**config.mk**
```make
export PLATFORM = sky130hd
export DESIGN_NAME = cis_exec
export DESIGN_NICKNAME = d
export VERILOG_FILES = /design/src/logic/cis_pkg.sv /design/src/logic/cis_exec.sv
export VERILOG_INCLUDE_DIRS = /design/src /design/src/logic
export SDC_FILE = /design/constraint.sdc
export NUM_CORES = 1
export LEC_CHECK = 0
export BUFFER_PORTS_ARGS = -buffer_cell sky130_fd_sc_hd__buf_2
export CORE_MARGIN = 2
export CORE_UTILIZATION = 55
export CTS_CLUSTER_DIAMETER = 200
export DETAILED_ROUTE_END_ITERATION = 6
export HOLD_SLACK_MARGIN = 0.06
export PLACE_DENSITY = 0.8
export RECOVER_POWER = 50
export SLEW_MARGIN = 10
export SYNTH_ARGS = -nofsm -noshare
export SYNTH_HDL_FRONTEND = slang
export SYNTH_SLANG_ARGS = --single-unit
```
**constraint.sdc**
```tcl
create_clock -name clk -period 5 [get_ports clk]
set_clock_uncertainty 0.2 [all_clocks]
set_input_delay 0.5 -clock clk [delete_from_list [all_inputs] [get_ports clk]]
set_output_delay 0.5 -clock clk [all_outputs]
set_load 0.005 [all_outputs]
```
**src/logic/cis_map.svh**
```systemverilog
// Opcode and field constants for the instruction semantics block.
// Assumes the standard 32-bit fixed-width instruction word layout.
`ifndef CIS_MAP_SVH
`define CIS_MAP_SVH
`define CIS_OP_SPECIAL            6'h00
`define CIS_OP_REGIMM             6'h01
`define CIS_OP_BR_EQ              6'h04
`define CIS_OP_BR_NONPOS          6'h06
`define CIS_OP_BR_POS             6'h07
`define CIS_OP_ADD_IMM            6'h09
`define CIS_OP_XOR_IMM            6'h0e
`define CIS_OP_COP0               6'h10
`define CIS_OP_COP1               6'h11
`define CIS_OP_COP2               6'h12
`define CIS_OP_COP1X              6'h13
`define CIS_OP_BR_EQ_ANN          6'h14
`define CIS_OP_BR_POS_ANN         6'h17
`define CIS_OP_SPECIAL2           6'h1c
`define CIS_OP_SPECIAL3           6'h1f
`define CIS_RI_BR_NONNEG          5'h01
`define CIS_RI_BR_NONNEG_ANN      5'h03
`define CIS_RI_TRAP_SGE_IMM       5'h08
`define CIS_RI_TRAP_UGE_IMM       5'h09
`define CIS_RI_TRAP_SLT_IMM       5'h0a
`define CIS_RI_TRAP_ULT_IMM       5'h0b
`define CIS_RI_TRAP_NE_IMM        5'h0e
`define CIS_RI_BR_NONNEG_LINK     5'h11
`define CIS_RI_BR_NONNEG_LINK_ANN 5'h13
`define CIS_FN_TRAP_SGE           6'h30
`define CIS_FN_TRAP_UGE           6'h31
`define CIS_FN_TRAP_SLT           6'h32
`define CIS_FN_TRAP_ULT           6'h33
`define CIS_FN_TRAP_NE            6'h36
`define CIS_FN_WAIT               6'h20
`define CIS_FN_BSHFL              6'h20
`define CIS_SA_HALF_SWAP          5'h02
`define CIS_RS_SHADOW_WR          5'h0e
`define CIS_UDI_LO                6'h10
`define CIS_UDI_HI                6'h1f
`define CIS_LINK_REG              5'h1f
`define CIS_LINK_OFS              32'h0000_0008
`define CIS_SLOT_OFS              32'h0000_0004
`endif

```
**src/logic/cis_pkg.sv**
```systemverilog
// Types shared by the instruction semantics block and its users.
// Assumes one clock domain shared with fetch and the register file.
package cis_pkg;
  typedef enum logic {CIS_RUN, CIS_WAIT} cis_mode_t;

  typedef struct packed {
    logic        valid;
    logic [31:0] instr;
    logic [31:0] pc;
    logic [31:0] rs_val;
    logic [31:0] rt_val;
  } cis_issue_t;

  typedef struct packed {
    logic        gpr_we;
    logic [4:0]  gpr_addr;
    logic [31:0] gpr_data;
    logic        sgpr_we;
    logic [3:0]  sgpr_set;
    logic        redirect;
    logic [31:0] redirect_pc;
    logic        trap;
    logic        cop_unusable;
    logic [1:0]  cop_num;
    logic        reserved_instr;
    logic        low_power;
    logic        passthru;
  } cis_result_t;

  typedef struct packed {
    cis_mode_t   mode;
    logic        annul_next;
    logic        br_pend;
    logic [31:0] br_target;
    cis_result_t res;
  } cis_state_t;
endpackage

```
**src/logic/cis_exec.sv**
```systemverilog
// Execute stage for a subset of the core's instructions: add and xor immediate,
// relative branches with delay slot and annulling forms, conditional traps,
// wait for interrupt, shadow set write and halfword byte swap.
// Assumes operands are read by the register file on the same clock and that the
// core takes result as registered one-cycle pulses, one result per accepted issue.
`include "cis_map.svh"

// Operation
// - No extension, floating point or coprocessor-2 instructions
// - Add immediate wraps, never overflows
// - Unconditional branch is equal-compare of zero
// - Branch always with link writes pc+8
// - Equal-likely branches or annuls next instruction
// - Nonnegative branch when sign clear
// - Nonnegative link branch always links
// - Annulling link branch links, branches or annuls
// - Annulling nonnegative branch, no link
// - Positive branch when sign clear, nonzero
// - Annulling positive branch else annul next
// - Nonpositive branch when sign set or zero
// - Signed greater-equal traps
// - Unsigned greater-equal traps
// - Signed less-than traps
// - Unsigned less-than traps
// - Not-equal traps
// - Wait stalls in low power until interrupt
// - Shadow write into previous shadow set
// - Swap bytes within each halfword
// - Xor with zero-extended immediate
module cis_exec (
  input  wire logic               clk,
  input  wire logic               rst,
  input  wire cis_pkg::cis_issue_t issue,
  input  wire logic               irq_pending,
  input  wire logic [3:0]         previous_shadow_set_field,
  output logic                    ready,
  output cis_pkg::cis_result_t    result
);
  import cis_pkg::*;

  cis_state_t  st_ff;
  cis_state_t  nxt_st;
  logic [5:0]  op;
  logic [4:0]  rs_f;
  logic [4:0]  rt_f;
  logic [4:0]  rd_f;
  logic [4:0]  sa_f;
  logic [5:0]  fn_f;
  logic [31:0] imm_s;
  logic [31:0] op2;
  logic [31:0] sum_w;
  logic [31:0] xor_w;
  logic [31:0] swap_w;
  logic [31:0] link_w;
  logic [31:0] target_w;
  logic        live;
  logic        is_branch;
  logic        take;
  logic        likely;
  logic        link;
  logic        trap_op;
  logic        trap_hit;
  logic        cop_unus;
  logic        resv;
  logic        wait_op;

  function automatic logic [31:0] sext16(input logic [15:0] v);
    sext16 = {{16{v[15]}}, v};
  endfunction

  assign op     = issue.instr[31:26];
  assign rs_f   = issue.instr[25:21];
  assign rt_f   = issue.instr[20:16];
  assign rd_f   = issue.instr[15:11];
  assign sa_f   = issue.instr[10:6];
  assign fn_f   = issue.instr[5:0];
  assign imm_s  = sext16(issue.instr[15:0]);
  assign ready  = (st_ff.mode == CIS_RUN);
  assign result = st_ff.res;
  // Annulled slots are accepted but leave no trace.
  assign live   = issue.valid && ready && !st_ff.annul_next;

  // Datapath values; unsigned add keeps only 32 bits so no overflow exists.
  assign sum_w    = issue.rs_val + imm_s;
  assign xor_w    = issue.rs_val ^ {16'h0000, issue.instr[15:0]};
  assign swap_w   = {issue.rt_val[23:16], issue.rt_val[31:24],
                     issue.rt_val[7:0], issue.rt_val[15:8]};
  assign link_w   = issue.pc + `CIS_LINK_OFS;
  assign target_w = issue.pc + `CIS_SLOT_OFS + {imm_s[29:0], 2'b00};
  // Immediate trap forms sign-extend, even for the unsigned compare.
  assign op2      = (op == `CIS_OP_REGIMM) ? imm_s : issue.rt_val;

  always_comb begin
    is_branch = 1'b0;
    take      = 1'b0;
    likely    = 1'b0;
    link      = 1'b0;
    trap_op   = 1'b0;
    trap_hit  = 1'b0;
    cop_unus  = 1'b0;
    resv      = 1'b0;
    wait_op   = 1'b0;
    case (op)
      `CIS_OP_BR_EQ, `CIS_OP_BR_EQ_ANN: begin
        is_branch = 1'b1;
        take      = (issue.rs_val == issue.rt_val);
        likely    = (op == `CIS_OP_BR_EQ_ANN);
      end
      `CIS_OP_BR_NONPOS: begin
        is_branch = 1'b1;
        take      = issue.rs_val[31] || (issue.rs_val == 32'h0000_0000);
      end
      `CIS_OP_BR_POS, `CIS_OP_BR_POS_ANN: begin
        is_branch = 1'b1;
        take      = !issue.rs_val[31] && (issue.rs_val != 32'h0000_0000);
        likely    = (op == `CIS_OP_BR_POS_ANN);
      end
      `CIS_OP_REGIMM: begin
        case (rt_f)
          `CIS_RI_BR_NONNEG, `CIS_RI_BR_NONNEG_ANN, `CIS_RI_BR_NONNEG_LINK, `CIS_RI_BR_NONNEG_LINK_ANN: begin
            is_branch = 1'b1;
            take      = !issue.rs_val[31];
            likely    = rt_f[1];
            link      = rt_f[4];
          end
          `CIS_RI_TRAP_SGE_IMM: begin
            trap_op  = 1'b1;
            trap_hit = $signed(issue.rs_val) >= $signed(op2);
          end
          `CIS_RI_TRAP_UGE_IMM: begin
            trap_op  = 1'b1;
            trap_hit = issue.rs_val >= op2;
          end
          `CIS_RI_TRAP_SLT_IMM: begin
            trap_op  = 1'b1;
            trap_hit = $signed(issue.rs_val) < $signed(op2);
          end
          `CIS_RI_TRAP_ULT_IMM: begin
            trap_op  = 1'b1;
            trap_hit = issue.rs_val < op2;
          end
          `CIS_RI_TRAP_NE_IMM: begin
            trap_op  = 1'b1;
            trap_hit = issue.rs_val != op2;
          end
          default: ;
        endcase
      end
      `CIS_OP_SPECIAL: begin
        case (fn_f)
          `CIS_FN_TRAP_SGE: begin
            trap_op  = 1'b1;
            trap_hit = $signed(issue.rs_val) >= $signed(op2);
          end
          `CIS_FN_TRAP_UGE: begin
            trap_op  = 1'b1;
            trap_hit = issue.rs_val >= op2;
          end
          `CIS_FN_TRAP_SLT: begin
            trap_op  = 1'b1;
            trap_hit = $signed(issue.rs_val) < $signed(op2);
          end
          `CIS_FN_TRAP_ULT: begin
            trap_op  = 1'b1;
            trap_hit = issue.rs_val < op2;
          end
          `CIS_FN_TRAP_NE: begin
            trap_op  = 1'b1;
            trap_hit = issue.rs_val != op2;
          end
          default: ;
        endcase
      end
      `CIS_OP_COP0: wait_op = issue.instr[25] && (fn_f == `CIS_FN_WAIT);
      // Loads and stores of the absent coprocessors live in other opcodes.
      `CIS_OP_COP1, `CIS_OP_COP1X, `CIS_OP_COP2: cop_unus = 1'b1;
      6'h31, 6'h35, 6'h39, 6'h3d, 6'h32, 6'h36, 6'h3a, 6'h3e: cop_unus = 1'b1;
      `CIS_OP_SPECIAL2: resv = (fn_f >= `CIS_UDI_LO) && (fn_f <= `CIS_UDI_HI);
      default: ;
    endcase
  end

  always_comb begin
    nxt_st     = st_ff;
    nxt_st.res = '0;
    if (st_ff.mode == CIS_WAIT) begin
      nxt_st.res.low_power = 1'b1;
      if (irq_pending) begin
        nxt_st.mode          = CIS_RUN;
        nxt_st.res.low_power = 1'b0;
      end
    end else if (issue.valid && st_ff.annul_next) begin
      nxt_st.annul_next = 1'b0;
    end else if (live) begin
      // A pending branch transfers only after its delay slot has run.
      if (st_ff.br_pend) begin
        nxt_st.br_pend         = 1'b0;
        nxt_st.res.redirect    = 1'b1;
        nxt_st.res.redirect_pc = st_ff.br_target;
      end
      if (is_branch) begin
        if (take) begin
          nxt_st.br_pend   = 1'b1;
          nxt_st.br_target = target_w;
        end else if (likely) begin
          nxt_st.annul_next = 1'b1;
        end
        if (link) begin
          nxt_st.res.gpr_we   = 1'b1;
          nxt_st.res.gpr_addr = `CIS_LINK_REG;
          nxt_st.res.gpr_data = link_w;
        end
      end else if (trap_op) begin
        nxt_st.res.trap = trap_hit;
      end else if (cop_unus) begin
        nxt_st.res.cop_unusable = 1'b1;
        // Coprocessor-2 opcodes all end in binary 10; the extended coprocessor-1 opcode ends in 11.
        nxt_st.res.cop_num      = (op[1:0] == 2'b10) ? 2'h2 : 2'h1;
      end else if (resv) begin
        nxt_st.res.reserved_instr = 1'b1;
      end else if (wait_op) begin
        nxt_st.mode          = CIS_WAIT;
        nxt_st.res.low_power = 1'b1;
      end else if (op == `CIS_OP_ADD_IMM) begin
        nxt_st.res.gpr_we   = 1'b1;
        nxt_st.res.gpr_addr = rt_f;
        nxt_st.res.gpr_data = sum_w;
      end else if (op == `CIS_OP_XOR_IMM) begin
        nxt_st.res.gpr_we   = 1'b1;
        nxt_st.res.gpr_addr = rt_f;
        nxt_st.res.gpr_data = xor_w;
      end else if (op == `CIS_OP_SPECIAL3 && fn_f == `CIS_FN_BSHFL && sa_f == `CIS_SA_HALF_SWAP) begin
        nxt_st.res.gpr_we   = 1'b1;
        nxt_st.res.gpr_addr = rd_f;
        nxt_st.res.gpr_data = swap_w;
      end else if (op == `CIS_OP_COP0 && rs_f == `CIS_RS_SHADOW_WR) begin
        nxt_st.res.sgpr_we  = 1'b1;
        nxt_st.res.sgpr_set = previous_shadow_set_field;
        nxt_st.res.gpr_addr = rd_f;
        nxt_st.res.gpr_data = issue.rt_val;
      end else begin
        nxt_st.res.passthru = 1'b1;
      end
      // An exception in the delay slot wins over the branch it follows.
      if (nxt_st.res.trap || nxt_st.res.cop_unusable || nxt_st.res.reserved_instr) begin
        nxt_st.res.redirect = 1'b0;
        nxt_st.br_pend      = 1'b0;
      end
    end
  end

  always_ff @(posedge clk) begin
    if (rst) begin
      st_ff <= '0;
    end else begin
      st_ff <= nxt_st;
    end
  end

  chk_cop_refused:
  assert property (@(posedge clk) disable iff (rst)
    live && cop_unus |=> result.cop_unusable && !result.gpr_we && !result.redirect)
    else $error("coprocessor instruction was not refused");

  chk_add_wraps:
  assert property (@(posedge clk) disable iff (rst)
    live && op == `CIS_OP_ADD_IMM |=> result.gpr_we && !result.trap && result.gpr_addr == $past(rt_f)
      && result.gpr_data == $past(issue.rs_val) + {{16{$past(issue.instr[15])}}, $past(issue.instr[15:0])})
    else $error("add immediate result wrong");

  chk_link_value:
  assert property (@(posedge clk) disable iff (rst)
    live && is_branch && link |=> result.gpr_we && result.gpr_addr == `CIS_LINK_REG
      && result.gpr_data == $past(issue.pc) + `CIS_LINK_OFS)
    else $error("link register value wrong");

  chk_annul_slot:
  assert property (@(posedge clk) disable iff (rst)
    live && is_branch && likely && !take |=> st_ff.annul_next
      ##1 ($past(issue.valid) ? (!st_ff.annul_next && result == '0) : st_ff.annul_next))
    else $error("likely branch did not annul its slot");

  chk_delay_redirect:
  assert property (@(posedge clk) disable iff (rst)
    live && is_branch && take ##1 live && !cop_unus && !resv && !trap_hit
      |=> result.redirect && result.redirect_pc == $past(st_ff.br_target))
    else $error("branch did not redirect after its delay slot");

  chk_trap_flag:
  assert property (@(posedge clk) disable iff (rst)
    live && trap_op |=> result.trap == $past(trap_hit))
    else $error("trap outcome wrong");

  chk_wait_stall:
  assert property (@(posedge clk) disable iff (rst)
    st_ff.mode == CIS_WAIT && !irq_pending |=> !ready && result.low_power)
    else $error("wait released without interrupt");

  chk_shadow_write:
  assert property (@(posedge clk) disable iff (rst)
    live && op == `CIS_OP_COP0 && rs_f == `CIS_RS_SHADOW_WR
      |=> result.sgpr_we && result.sgpr_set == $past(previous_shadow_set_field) && !result.gpr_we)
    else $error("shadow write went to wrong set");

  chk_swap_bytes:
  assert property (@(posedge clk) disable iff (rst)
    live && op == `CIS_OP_SPECIAL3 && fn_f == `CIS_FN_BSHFL && sa_f == `CIS_SA_HALF_SWAP
      |=> result.gpr_we && result.gpr_addr == $past(rd_f)
        && {result.gpr_data[23:16], result.gpr_data[31:24], result.gpr_data[7:0], result.gpr_data[15:8]}
           == $past(issue.rt_val))
    else $error("halfword swap wrong");
endmodule

```
==> impl_metrics.json, run 1 <==
{
  "slowest_stage": "a211oi_1",
  "p_int_mw": 2.03,
  "drive_gt1_share_pct": 17.9,
  "period_share_pct": 81.2,
  "rr_worst_depth": 7,
  "path_clk_slew_ns": 0.06,
  "path_class": "input pin to register",
  "crit_arrival_ns": 4.19,
  "die_area_um2": 19900,
  "clk_latency_ns": 0.42,
  "area_growth_pct": 12.0,
  "hold_viol": 0,
  "drv_slew": 36,
  "met2_length_um": 14700,
  "cts_tree": "built",
  "nets": 1633,
  "p_leak_nw": 5.50,
  "port_buffers": 219,
  "setup_viol": 0,
  "std_cell_rows": 50,
  "fin_crit_ns": 4.06,
  "dpl_cell_area_um2": 11000,
  "hpwl_um": 25500,
  "htreeDepth": 4,
  "async_reset_ff_share_pct": 0,
  "powerDensity_nw_per_um2": 261,
  "grt.total_usage_pct": 32.5,
  "antenna_left": 0,
  "die_h_um": 141,
  "wl_met3_um": 3540,
  "yosysSeqAreaShare_pct": 22.7,
  "max_stage_delay_ns": 0.38,
  "ir_drop_mv": 0.232,
  "synth-seq-cells": 117,
  "worstSetupStartpointType": "input pin",
  "most-common-layout-cells": "buf_2, ha_1, dfxtp_1",
  "mappedNetlistArea_um2": 10300,
  "synth_cells": 1255,
  "clkPwrFrac_pct": 42.7,
  "synth_edf_count": 0,
  "routed_wirelength_um": 33300,
  "end_kind": "register",
  "holdCritPathClass": "input pin to register",
  "worst_pin_slew_ns": 1.65,
  "worstPathMaxFanout": 22,
  "power_mw": 3.01,
  "max_freq_ghz": 0.246,
  "antenna_found_initial": 5,
  "die_w_um": 141,
  "holdPathStages": 2,
  "p_comb_share_pct": 26.1,
  "fin_setup_tns_ns": 0,
  "rsz0062_at_grt": "no",
  "drt-initial-drc-count": 1137,
  "max_slew_margin_pct": -10.1,
  "violations": "design-rule violations, max-capacitance violations, max-slew violations",
  "firstDrtPassIters": 7,
  "cts_buffer_depth": 2,
  "cts_hold_buf": 0,
  "wl_met1_um": 13600,
  "grt_pass1_wl_um": 51000,
  "layout_commonest_cell": "buf_2",
  "required_ns": 5.13,
  "cts_setup_buffers": 0,
  "vias": 10300,
  "yosysUniqueCellTypes": 70,
  "fp.coreArea_um2": 18500,
  "p_switching_mw": 0.983,
  "cp_num_buf_inv": 2,
  "syn_area_per_cell_um2": 8.21,
  "routedWlPerCell_um": 20.5,
  "cpLargestDelayFamily": "compound AO/OA/AOI/OAI gates",
  "status": "finished with violations",
  "place.gp.congestion": 0.973,
  "synth_fp_nets": 1514,
  "fillerInstances": 1645,
  "cts-root-buf": "clkbuf_16",
  "cts_buffers": 17,
  "initial_utilization_pct": 55.7,
  "sequentialPowerShare_pct": 31.2,
  "yosysWarnings": 0,
  "numClockSinks": 117,
  "grt_overflow_total": 0,
  "grt_pass1_vias": 9545,
  "avgViaCountPerCell": 6.35,
  "worst-path-stages": 17,
  "postLayoutCellArea_um2": 11500,
  "crit_chain": "buf_2 -> nor2_1 -> nand3_4 -> nor2_1 -> buf_4 -> a21oi_1 -> ha_1 -> a21o_1 -> a21o_1 -> a211oi_1 -> o21ai_1 -> a211oi_1 -> or2_1 -> o21ai_1 -> a22o_1 -> a311oi_1 -> nor4b_2",
  "ys.flop_type": "dfxtp_1",
  "switching_share_pct": 32.6,
  "cts_repair_resize_count": 0,
  "top_layer_used": "met5",
  "io_pins": 220,
  "drc_errors": 13,
  "grt_max_degree": 36,
  "cap_violations": 1
}
## worst register-to-register path, cell delays in order (launching register included)
cell and delay (ns):
dfxtp_1 0.32, inv_1 0.06, nand2_1 0.11, or3_1 0.32, clkbuf_1 0.50, nor3_1 0.32, nand2_1 0.52, o32ai_1 0.64
## power by group through the flow
stage	Clock [mW]	Sequential, mW	Combinational (mW)
floorplan	0	0.959	0.510
global placement	0	0.959	0.746
detailed placement	0	0.959	0.758
CTS	1.30	0.939	0.769
global route	1.34	0.939	0.860
finish	1.29	0.939	0.788
## state kept, by name (all words and copies together) (netlist names)
signal / flops
result: 82
st_ff: 35
## per-layer routing
layer  vias to the layer above  global-route usage (%)
li1                       4819                       -
met1                      4756                    41.8
met2                       628                    51.3
met3                       108                    8.25
met4                         2                    15.2
met5                         -                       0
## Yosys cell counts (38+ instances only)
cell | count | area [um^2]
clkbuf_1 | 41 | 154
xnor2_1 | 65 | 569
dfxtp_1 | 117 | 2340
nand3_1 | 38 | 190
a21oi_1 | 101 | 505
ha_1 | 121 | 1510
nor2_1 | 95 | 357
nand2_1 | 89 | 334
mux2i_1 | 42 | 420
and3_1 | 49 | 307
o21ai_0 | 41 | 205
buf_4 | 85 | 638
## layout make-up
type | count | area [um^2] | share of cell area [%]
multi-input combinational | 984 | 7060 | 61.2
sequential | 117 | 2340 | 20.3
timing repair buffer | 231 | 1140 | 9.89
clock buffer | 19 | 453 | 3.92
tap | 234 | 293 | 2.54
clock inverter | 13 | 158 | 1.37
inverter | 23 | 86.3 | 0.748
antenna | 4 | 10.0 | 0.0867
## through the flow
stage          utilization [%]  hold WS, ns  worst slack, ns  std cells
6_report                  62.3       0.0847            0.941       1625
5_1_grt                   62.3       0.0997            0.579       1625
4_1_cts                   62.5       0.0729             1.02       1621
3_5_place_dp              59.2        0.253            0.568       1589
3_3_place_gp              59.2        0.242            0.694       1589
2_1_floorplan                -        0.232            0.958       1255
## logic make-up (layout without fill, tap and decap cells)
kind of cell | Yosys count | after routing | synth area share, %
mux | 42 | 42 | 4.08
buf+inv | 154 | 286 | 8.85
xor+xnor | 101 | 101 | 8.58
simple gates | 379 | 379 | 18.7
other cells | 0 | 4 | 0
flops | 117 | 117 | 22.7
fa+ha+maj | 123 | 123 | 15.1
compound gates | 339 | 339 | 22.0
## final timing paths
kind / to / slack, ns / from
hold reg to reg: st_ff[85] / 0.27 / st_ff[85]
setup / recovery: result[39] / 0.94 / issue[124]
hold / removal: result[41] / 0.08 / previous_shadow_set_field[1]
setup reg to reg: result[58] / 1.85 / st_ff[117]
Note: power is estimated with default switching activity, not from simulation.
==> run 2, diff against run 1 <==
==> constraint.sdc (replaced) <==
create_clock -name clk -period 3.9 [get_ports clk]
set_clock_uncertainty 0.2 [all_clocks]
set_input_delay 0.39 -clock clk [delete_from_list [all_inputs] [get_ports clk]]
set_output_delay 0.39 -clock clk [all_outputs]
set_load 0.005 [all_outputs]
==> impl_metrics.json, run 2 (synthesis gave the netlist of run 1 again) <==
{
  "layout_commonest_cell": "buf_2",
  "p_int_mw": 2.50,
  "crit_arrival_ns": 3.76,
  "required_ns": 3.98,
  "drive_gt1_share_pct": 19.7,
  "max_freq_ghz": 0.271,
  "grt_pass1_wl_um": 50700,
  "port_buffers": 219,
  "p_leak_nw": 5.67,
  "path_class": "input pin to register",
  "numClockSinks": 117,
  "p_switching_mw": 1.24,
  "hold_slack_ns": 0.0801,
  "nets": 1671,
  "die_h_um": 141,
  "firstDrtPassIters": 6,
  "std_cell_rows": 50,
  "clkPwrFrac_pct": 40.2,
  "routedWlPerCell_um": 20.1,
  "fp.coreArea_um2": 18500,
  "end_kind": "register",
  "rsz0062_at_grt": "no",
  "htreeDepth": 4,
  "grt_pass1_vias": 9494,
  "vias": 10500,
  "antenna_found_initial": 4,
  "grt.total_usage_pct": 32.6,
  "cts_repair_resize_count": 0,
  "die_area_um2": 19900,
  "status": "finished with violations",
  "power_mw": 3.75,
  "io_pins": 220,
  "violations": "max-capacitance violations, max-slew violations",
  "place.gp.congestion": 0.953,
  "cts_buffer_depth": 2,
  "switching_share_pct": 33.1,
  "p_comb_share_pct": 27.7,
  "area_growth_pct": 14.5,
  "worstPathMaxFanout": 10,
  "routed_wirelength_um": 33400,
  "antenna_left": 0,
  "worstSetupStartpointType": "input pin",
  "period_share_pct": 94.5,
  "cts_tree": "built",
  "drv_slew": 36,
  "grt_overflow_total": 0,
  "holdCritPathClass": "input pin to register",
  "rr_worst_depth": 7,
  "avgViaCountPerCell": 6.31,
  "ir_drop_mv": 0.297,
  "cts-root-buf": "clkbuf_16",
  "drt-initial-drc-count": 1159,
  "cap_violations": 1,
  "fin_setup_tns_ns": 0,
  "drc_errors": 0,
  "hold_viol": 0,
  "initial_utilization_pct": 55.7,
  "clk_latency_ns": 0.44,
  "sequentialPowerShare_pct": 32.2,
  "hpwl_um": 26100,
  "most-common-layout-cells": "buf_2, ha_1, dfxtp_1",
  "grt_max_degree": 36,
  "setup_viol": 0,
  "cts_buffers": 17,
  "worst_pin_slew_ns": 1.65,
  "max_slew_margin_pct": -9.69,
  "holdPathStages": 3,
  "largest_reg_flops": 82,
  "powerDensity_nw_per_um2": 317,
  "path_clk_slew_ns": 0.07,
  "die_w_um": 141,
  "fin_crit_ns": 3.69
}
==> run 2: cell count changes in the layout (fill, tap and decap cells not counted), sizes merged, moves of 2 or more <==
| cell | before | now |
|---|---|---|
| buf | 200 | 233 |
| clkbuf | 50 | 46 |
| clkinv | 1 | 7 |
| clkinvlp | 1 | 3 |
| dlygate4sd3 | 0 | 7 |
| inv | 32 | 26 |
==> run 2: what timing repair did <==
item                       CTS  global route
hold endpoints to repair     8             0
buffers inserted             0             0
hold buffers                 7             0
setup endpoints to repair    0             0
==> run 2: per-stage QoR <==
stage / cells / setup slack (ns) / instance area, um^2 / utilization, %
final: 1661 / 0.214 / 11800 / 63.7
after global routing: 1661 / 0.0247 / 11800 / 63.7
after CTS: 1658 / 0.320 / 11800 / 63.9
after detailed placement: 1620 / -0.130 / 11200 / 60.6
after global placement: 1620 / -0.0334 / 11200 / 60.6
after floorplan: 1255 / 0.0638 / 10300 / -
==> run 2: per-layer routing <==
metal / global-route usage [%] / part of all wire (%) / wire (um)
met5: 0 / 0.030 / 10
met4: 15.7 / 4.4 / 1490
met1: 42.2 / 41 / 13700
met3: 7.20 / 10 / 3440
met2: 51.6 / 44 / 14800
==> run 2: worst max-delay path, stage by stage <==
cell and delay (ns):
buf_2 0.10, nor2_1 0.39, nand3_4 0.15, nor2_2 0.15, buf_4 0.20, a21oi_1 0.06
ha_1 0.29, a21oi_1 0.15, o21ai_0 0.11, o31ai_1 0.24, a21oi_1 0.13, a211oi_1 0.43
or2_1 0.22, o31ai_1 0.08, and3_1 0.20, a311oi_1 0.29, buf_4 0.16, nor2_1 0.03
==> run 2: cell type report <==
cell class              instances  area (um^2)
flip-flops and latches        117         2340
well taps                     234          293
repair buffers                269         1460
inverters                      23         86.3
clock buffers                  17          425
multi-input cells             984         7060
diodes                          3         7.51
fillers                      1653         6710
clock inverters                14          129
==> run 2: worst paths after layout <==
kind | slack, ns | to | start
worst max-delay path | 0.21 | result[6] | issue[124]
worst min-delay path | 0.08 | result[47] | issue[66]
worst max register to register | 1.24 | result[40] | st_ff[117]
worst min register to register | 0.26 | st_ff[85] | st_ff[85]
==> run 2: power by group through the flow <==
stage / Combinational (mW) / Sequential [mW] / Clock (mW)
global route: 1.13 / 1.20 / 1.55
floorplan: 0.654 / 1.23 / 0
detailed placement: 1.00 / 1.23 / 0
CTS: 1.01 / 1.20 / 1.52
global placement: 0.987 / 1.23 / 0
finish: 1.04 / 1.20 / 1.51
==> run 3, diff against run 2 <==
--- a/config.mk
+++ b/config.mk
@@ -9,6 +9,7 @@
 export BUFFER_PORTS_ARGS = -buffer_cell sky130_fd_sc_hd__buf_2
 export CORE_MARGIN = 2
 export CORE_UTILIZATION = 55
+export CTS_BUF_LIST = sky130_fd_sc_hd__clkbuf_8
 export CTS_CLUSTER_DIAMETER = 200
 export DETAILED_ROUTE_END_ITERATION = 6
 export HOLD_SLACK_MARGIN = 0.06
==> impl_metrics.json, run 3 (synthesis gave the netlist of run 1 again) <==
{
  "status": "completed",
  "numClockSinks": 117,
  "most-common-layout-cells": "buf_2, ha_1, dfxtp_1",
  "fin_ws_ns": 0.230,
  "grt.total_usage_pct": 32.5,
  "port_buffers": 219,
  "nets": 1672,
  "required_ns": 4.04,
  "drt-initial-drc-count": 1231,
  "grt_overflow_total": 0,
  "antenna_found_initial": 3,
  "crit_arrival_ns": 3.81,
  "rr_worst_depth": 7,
  "period_share_pct": 94.1,
  "initial_utilization_pct": 55.7,
  "cts_tree": "built",
  "die_w_um": 141,
  "grt_max_degree": 36,
  "p_int_mw": 2.13,
  "largest_reg_flops": 82,
  "avgViaCountPerCell": 6.25,
  "hpwl_um": 26100,
  "hold_viol": 0,
  "place_inst": 1620,
  "pre_cts_slack_ns": -0.130,
  "drive_gt1_share_pct": 19.9,
  "max_slew_margin_pct": 15.9,
  "holdPathStages": 4,
  "path_clk_slew_ns": 0.09,
  "cts_buffers": 17,
  "fin_crit_ns": 3.67,
  "die_area_um2": 19900,
  "area_growth_pct": 12.8,
  "io_pins": 220,
  "drc_errors": 0,
  "cts_buffer_depth": 2,
  "vias": 10400,
  "worstPathMaxFanout": 4,
  "r2r-start": "st_ff[117]",
  "max_freq_ghz": 0.272,
  "ir_drop_mv": 0.219,
  "cap_violations": 0,
  "worst_pin_slew_ns": 1.26,
  "end_kind": "register",
  "place.gp.congestion": 0.953,
  "drv_slew": 0,
  "routed_wirelength_um": 33200,
  "r2r_setup_slack_ns": 1.26,
  "cts-root-buf": "clkbuf_8",
  "htreeDepth": 4,
  "routedWlPerCell_um": 20.0,
  "cts_setup_buffers": 0,
  "layout_commonest_cell": "buf_2",
  "firstDrtPassIters": 6,
  "p_leak_nw": 5.58,
  "die_h_um": 141,
  "min_to": "st_ff[116]",
  "r2r_end": "result[40]",
  "std_cell_rows": 50,
  "fp.coreArea_um2": 18500,
  "setup_viol": 0,
  "rsz0062_at_grt": "no",
  "p_comb_share_pct": 31.3,
  "grt_pass1_vias": 9466,
  "finalNonFillerCells": 1661,
  "antenna_left": 0,
  "grt_pass1_wl_um": 50600,
  "clkPwrFrac_pct": 32.4,
  "worstSetupStartpointType": "input pin",
  "hold_path_startpoint": "issue[128]",
  "switching_share_pct": 35.7,
  "holdCritPathClass": "input pin to register",
  "powerDensity_nw_per_um2": 285,
  "clk_latency_ns": 0.47,
  "p_switching_mw": 1.18,
  "path_class": "input pin to register",
  "sequentialPowerShare_pct": 36.3
}
==> run 3: cell count changes in the layout (fill, tap and decap cells not counted), sizes merged <==
| cell | before | now |
|---|---|---|
| dlygate4sd3 | 7 | 8 |
| diode | 3 | 2 |
==> run 3: worst max path at each step <==
stage                from         end  slack, ns
2_1_floorplan  issue[123]  result[39]       0.06
3_3_place_gp   issue[124]   result[6]      -0.03
3_5_place_dp   issue[124]   result[6]      -0.13
4_1_cts         issue[66]  st_ff[112]       0.15
5_1_grt         issue[66]  st_ff[112]       0.01
6_report        issue[66]  st_ff[112]       0.23
==> run 3: critical path, cell delays in order <==
cell           delay (ns)
dlygate4sd3_1        0.53
buf_2                0.12
inv_1                0.10
ha_1                 0.15
inv_1                0.04
ha_1                 0.19
fa_1                 0.41
a21o_1               0.19
a21oi_2              0.19
o21ai_1              0.12
a41o_1               0.30
a31oi_2              0.23
a21oi_1              0.13
buf_4                0.16
a211oi_1             0.23
xnor2_1              0.12
mux2i_1              0.14
nor2_1               0.06
==> run 3: area by class of cell <==
cell class              instances  area [um^2]
well taps                     234          293
clock buffers                  17          234
flip-flops and latches        117         2340
repair buffers                270         1470
multi-input cells             984         7070
inverters                      23         86.3
clock inverters                14          129
diodes                          2         5.00
fillers                      1680         6890
==> run 3: power by group through the flow <==
stage               clock network, mW  registers (mW)  logic [mW]
floorplan                           0            1.23       0.654
global placement                    0            1.23       0.987
detailed placement                  0            1.23        1.00
CTS                              1.09            1.20        1.01
global route                     1.12            1.20        1.14
finish                           1.07            1.20        1.04
==> run 3: metrics by stage <==
| stage | instance area, um^2 | hold slack (ns) | util (%) | power, mW | TNS (ns) |
|---|---|---|---|---|---|
| floorplan | 10300 | 0.232 | - | 1.88 | 0 |
| global placement | 11200 | 0.241 | 60.6 | 2.22 | -0.0615 |
| detailed placement | 11200 | 0.248 | 60.6 | 2.23 | -0.258 |
| CTS | 11700 | 0.0655 | 63.0 | 3.30 | 0 |
| global route | 11600 | 0.107 | 62.8 | 3.46 | 0 |
| finish | 11600 | 0.0720 | 62.8 | 3.31 | 0 |
==> run 3: routing by layer <==
| metal | part of all wire [%] | GRT usage, % | vias to the layer above |
|---|---|---|---|
| met4 | 4.9 | 16.4 | 0 |
| met3 | 10 | 7.40 | 116 |
| met5 | 0 | 1.00 | - |
| met2 | 44 | 50.7 | 620 |
| li1 | - | - | 4891 |
| met1 | 41 | 42.2 | 4760 |
==> run 3: what timing repair did <==
action                                  4_1_cts  5_1_grt
hold endpoints to repair                     10        0
hold buffers                                  8        0
resized for setup                             0        2
endpoints found under the setup margin        0        3
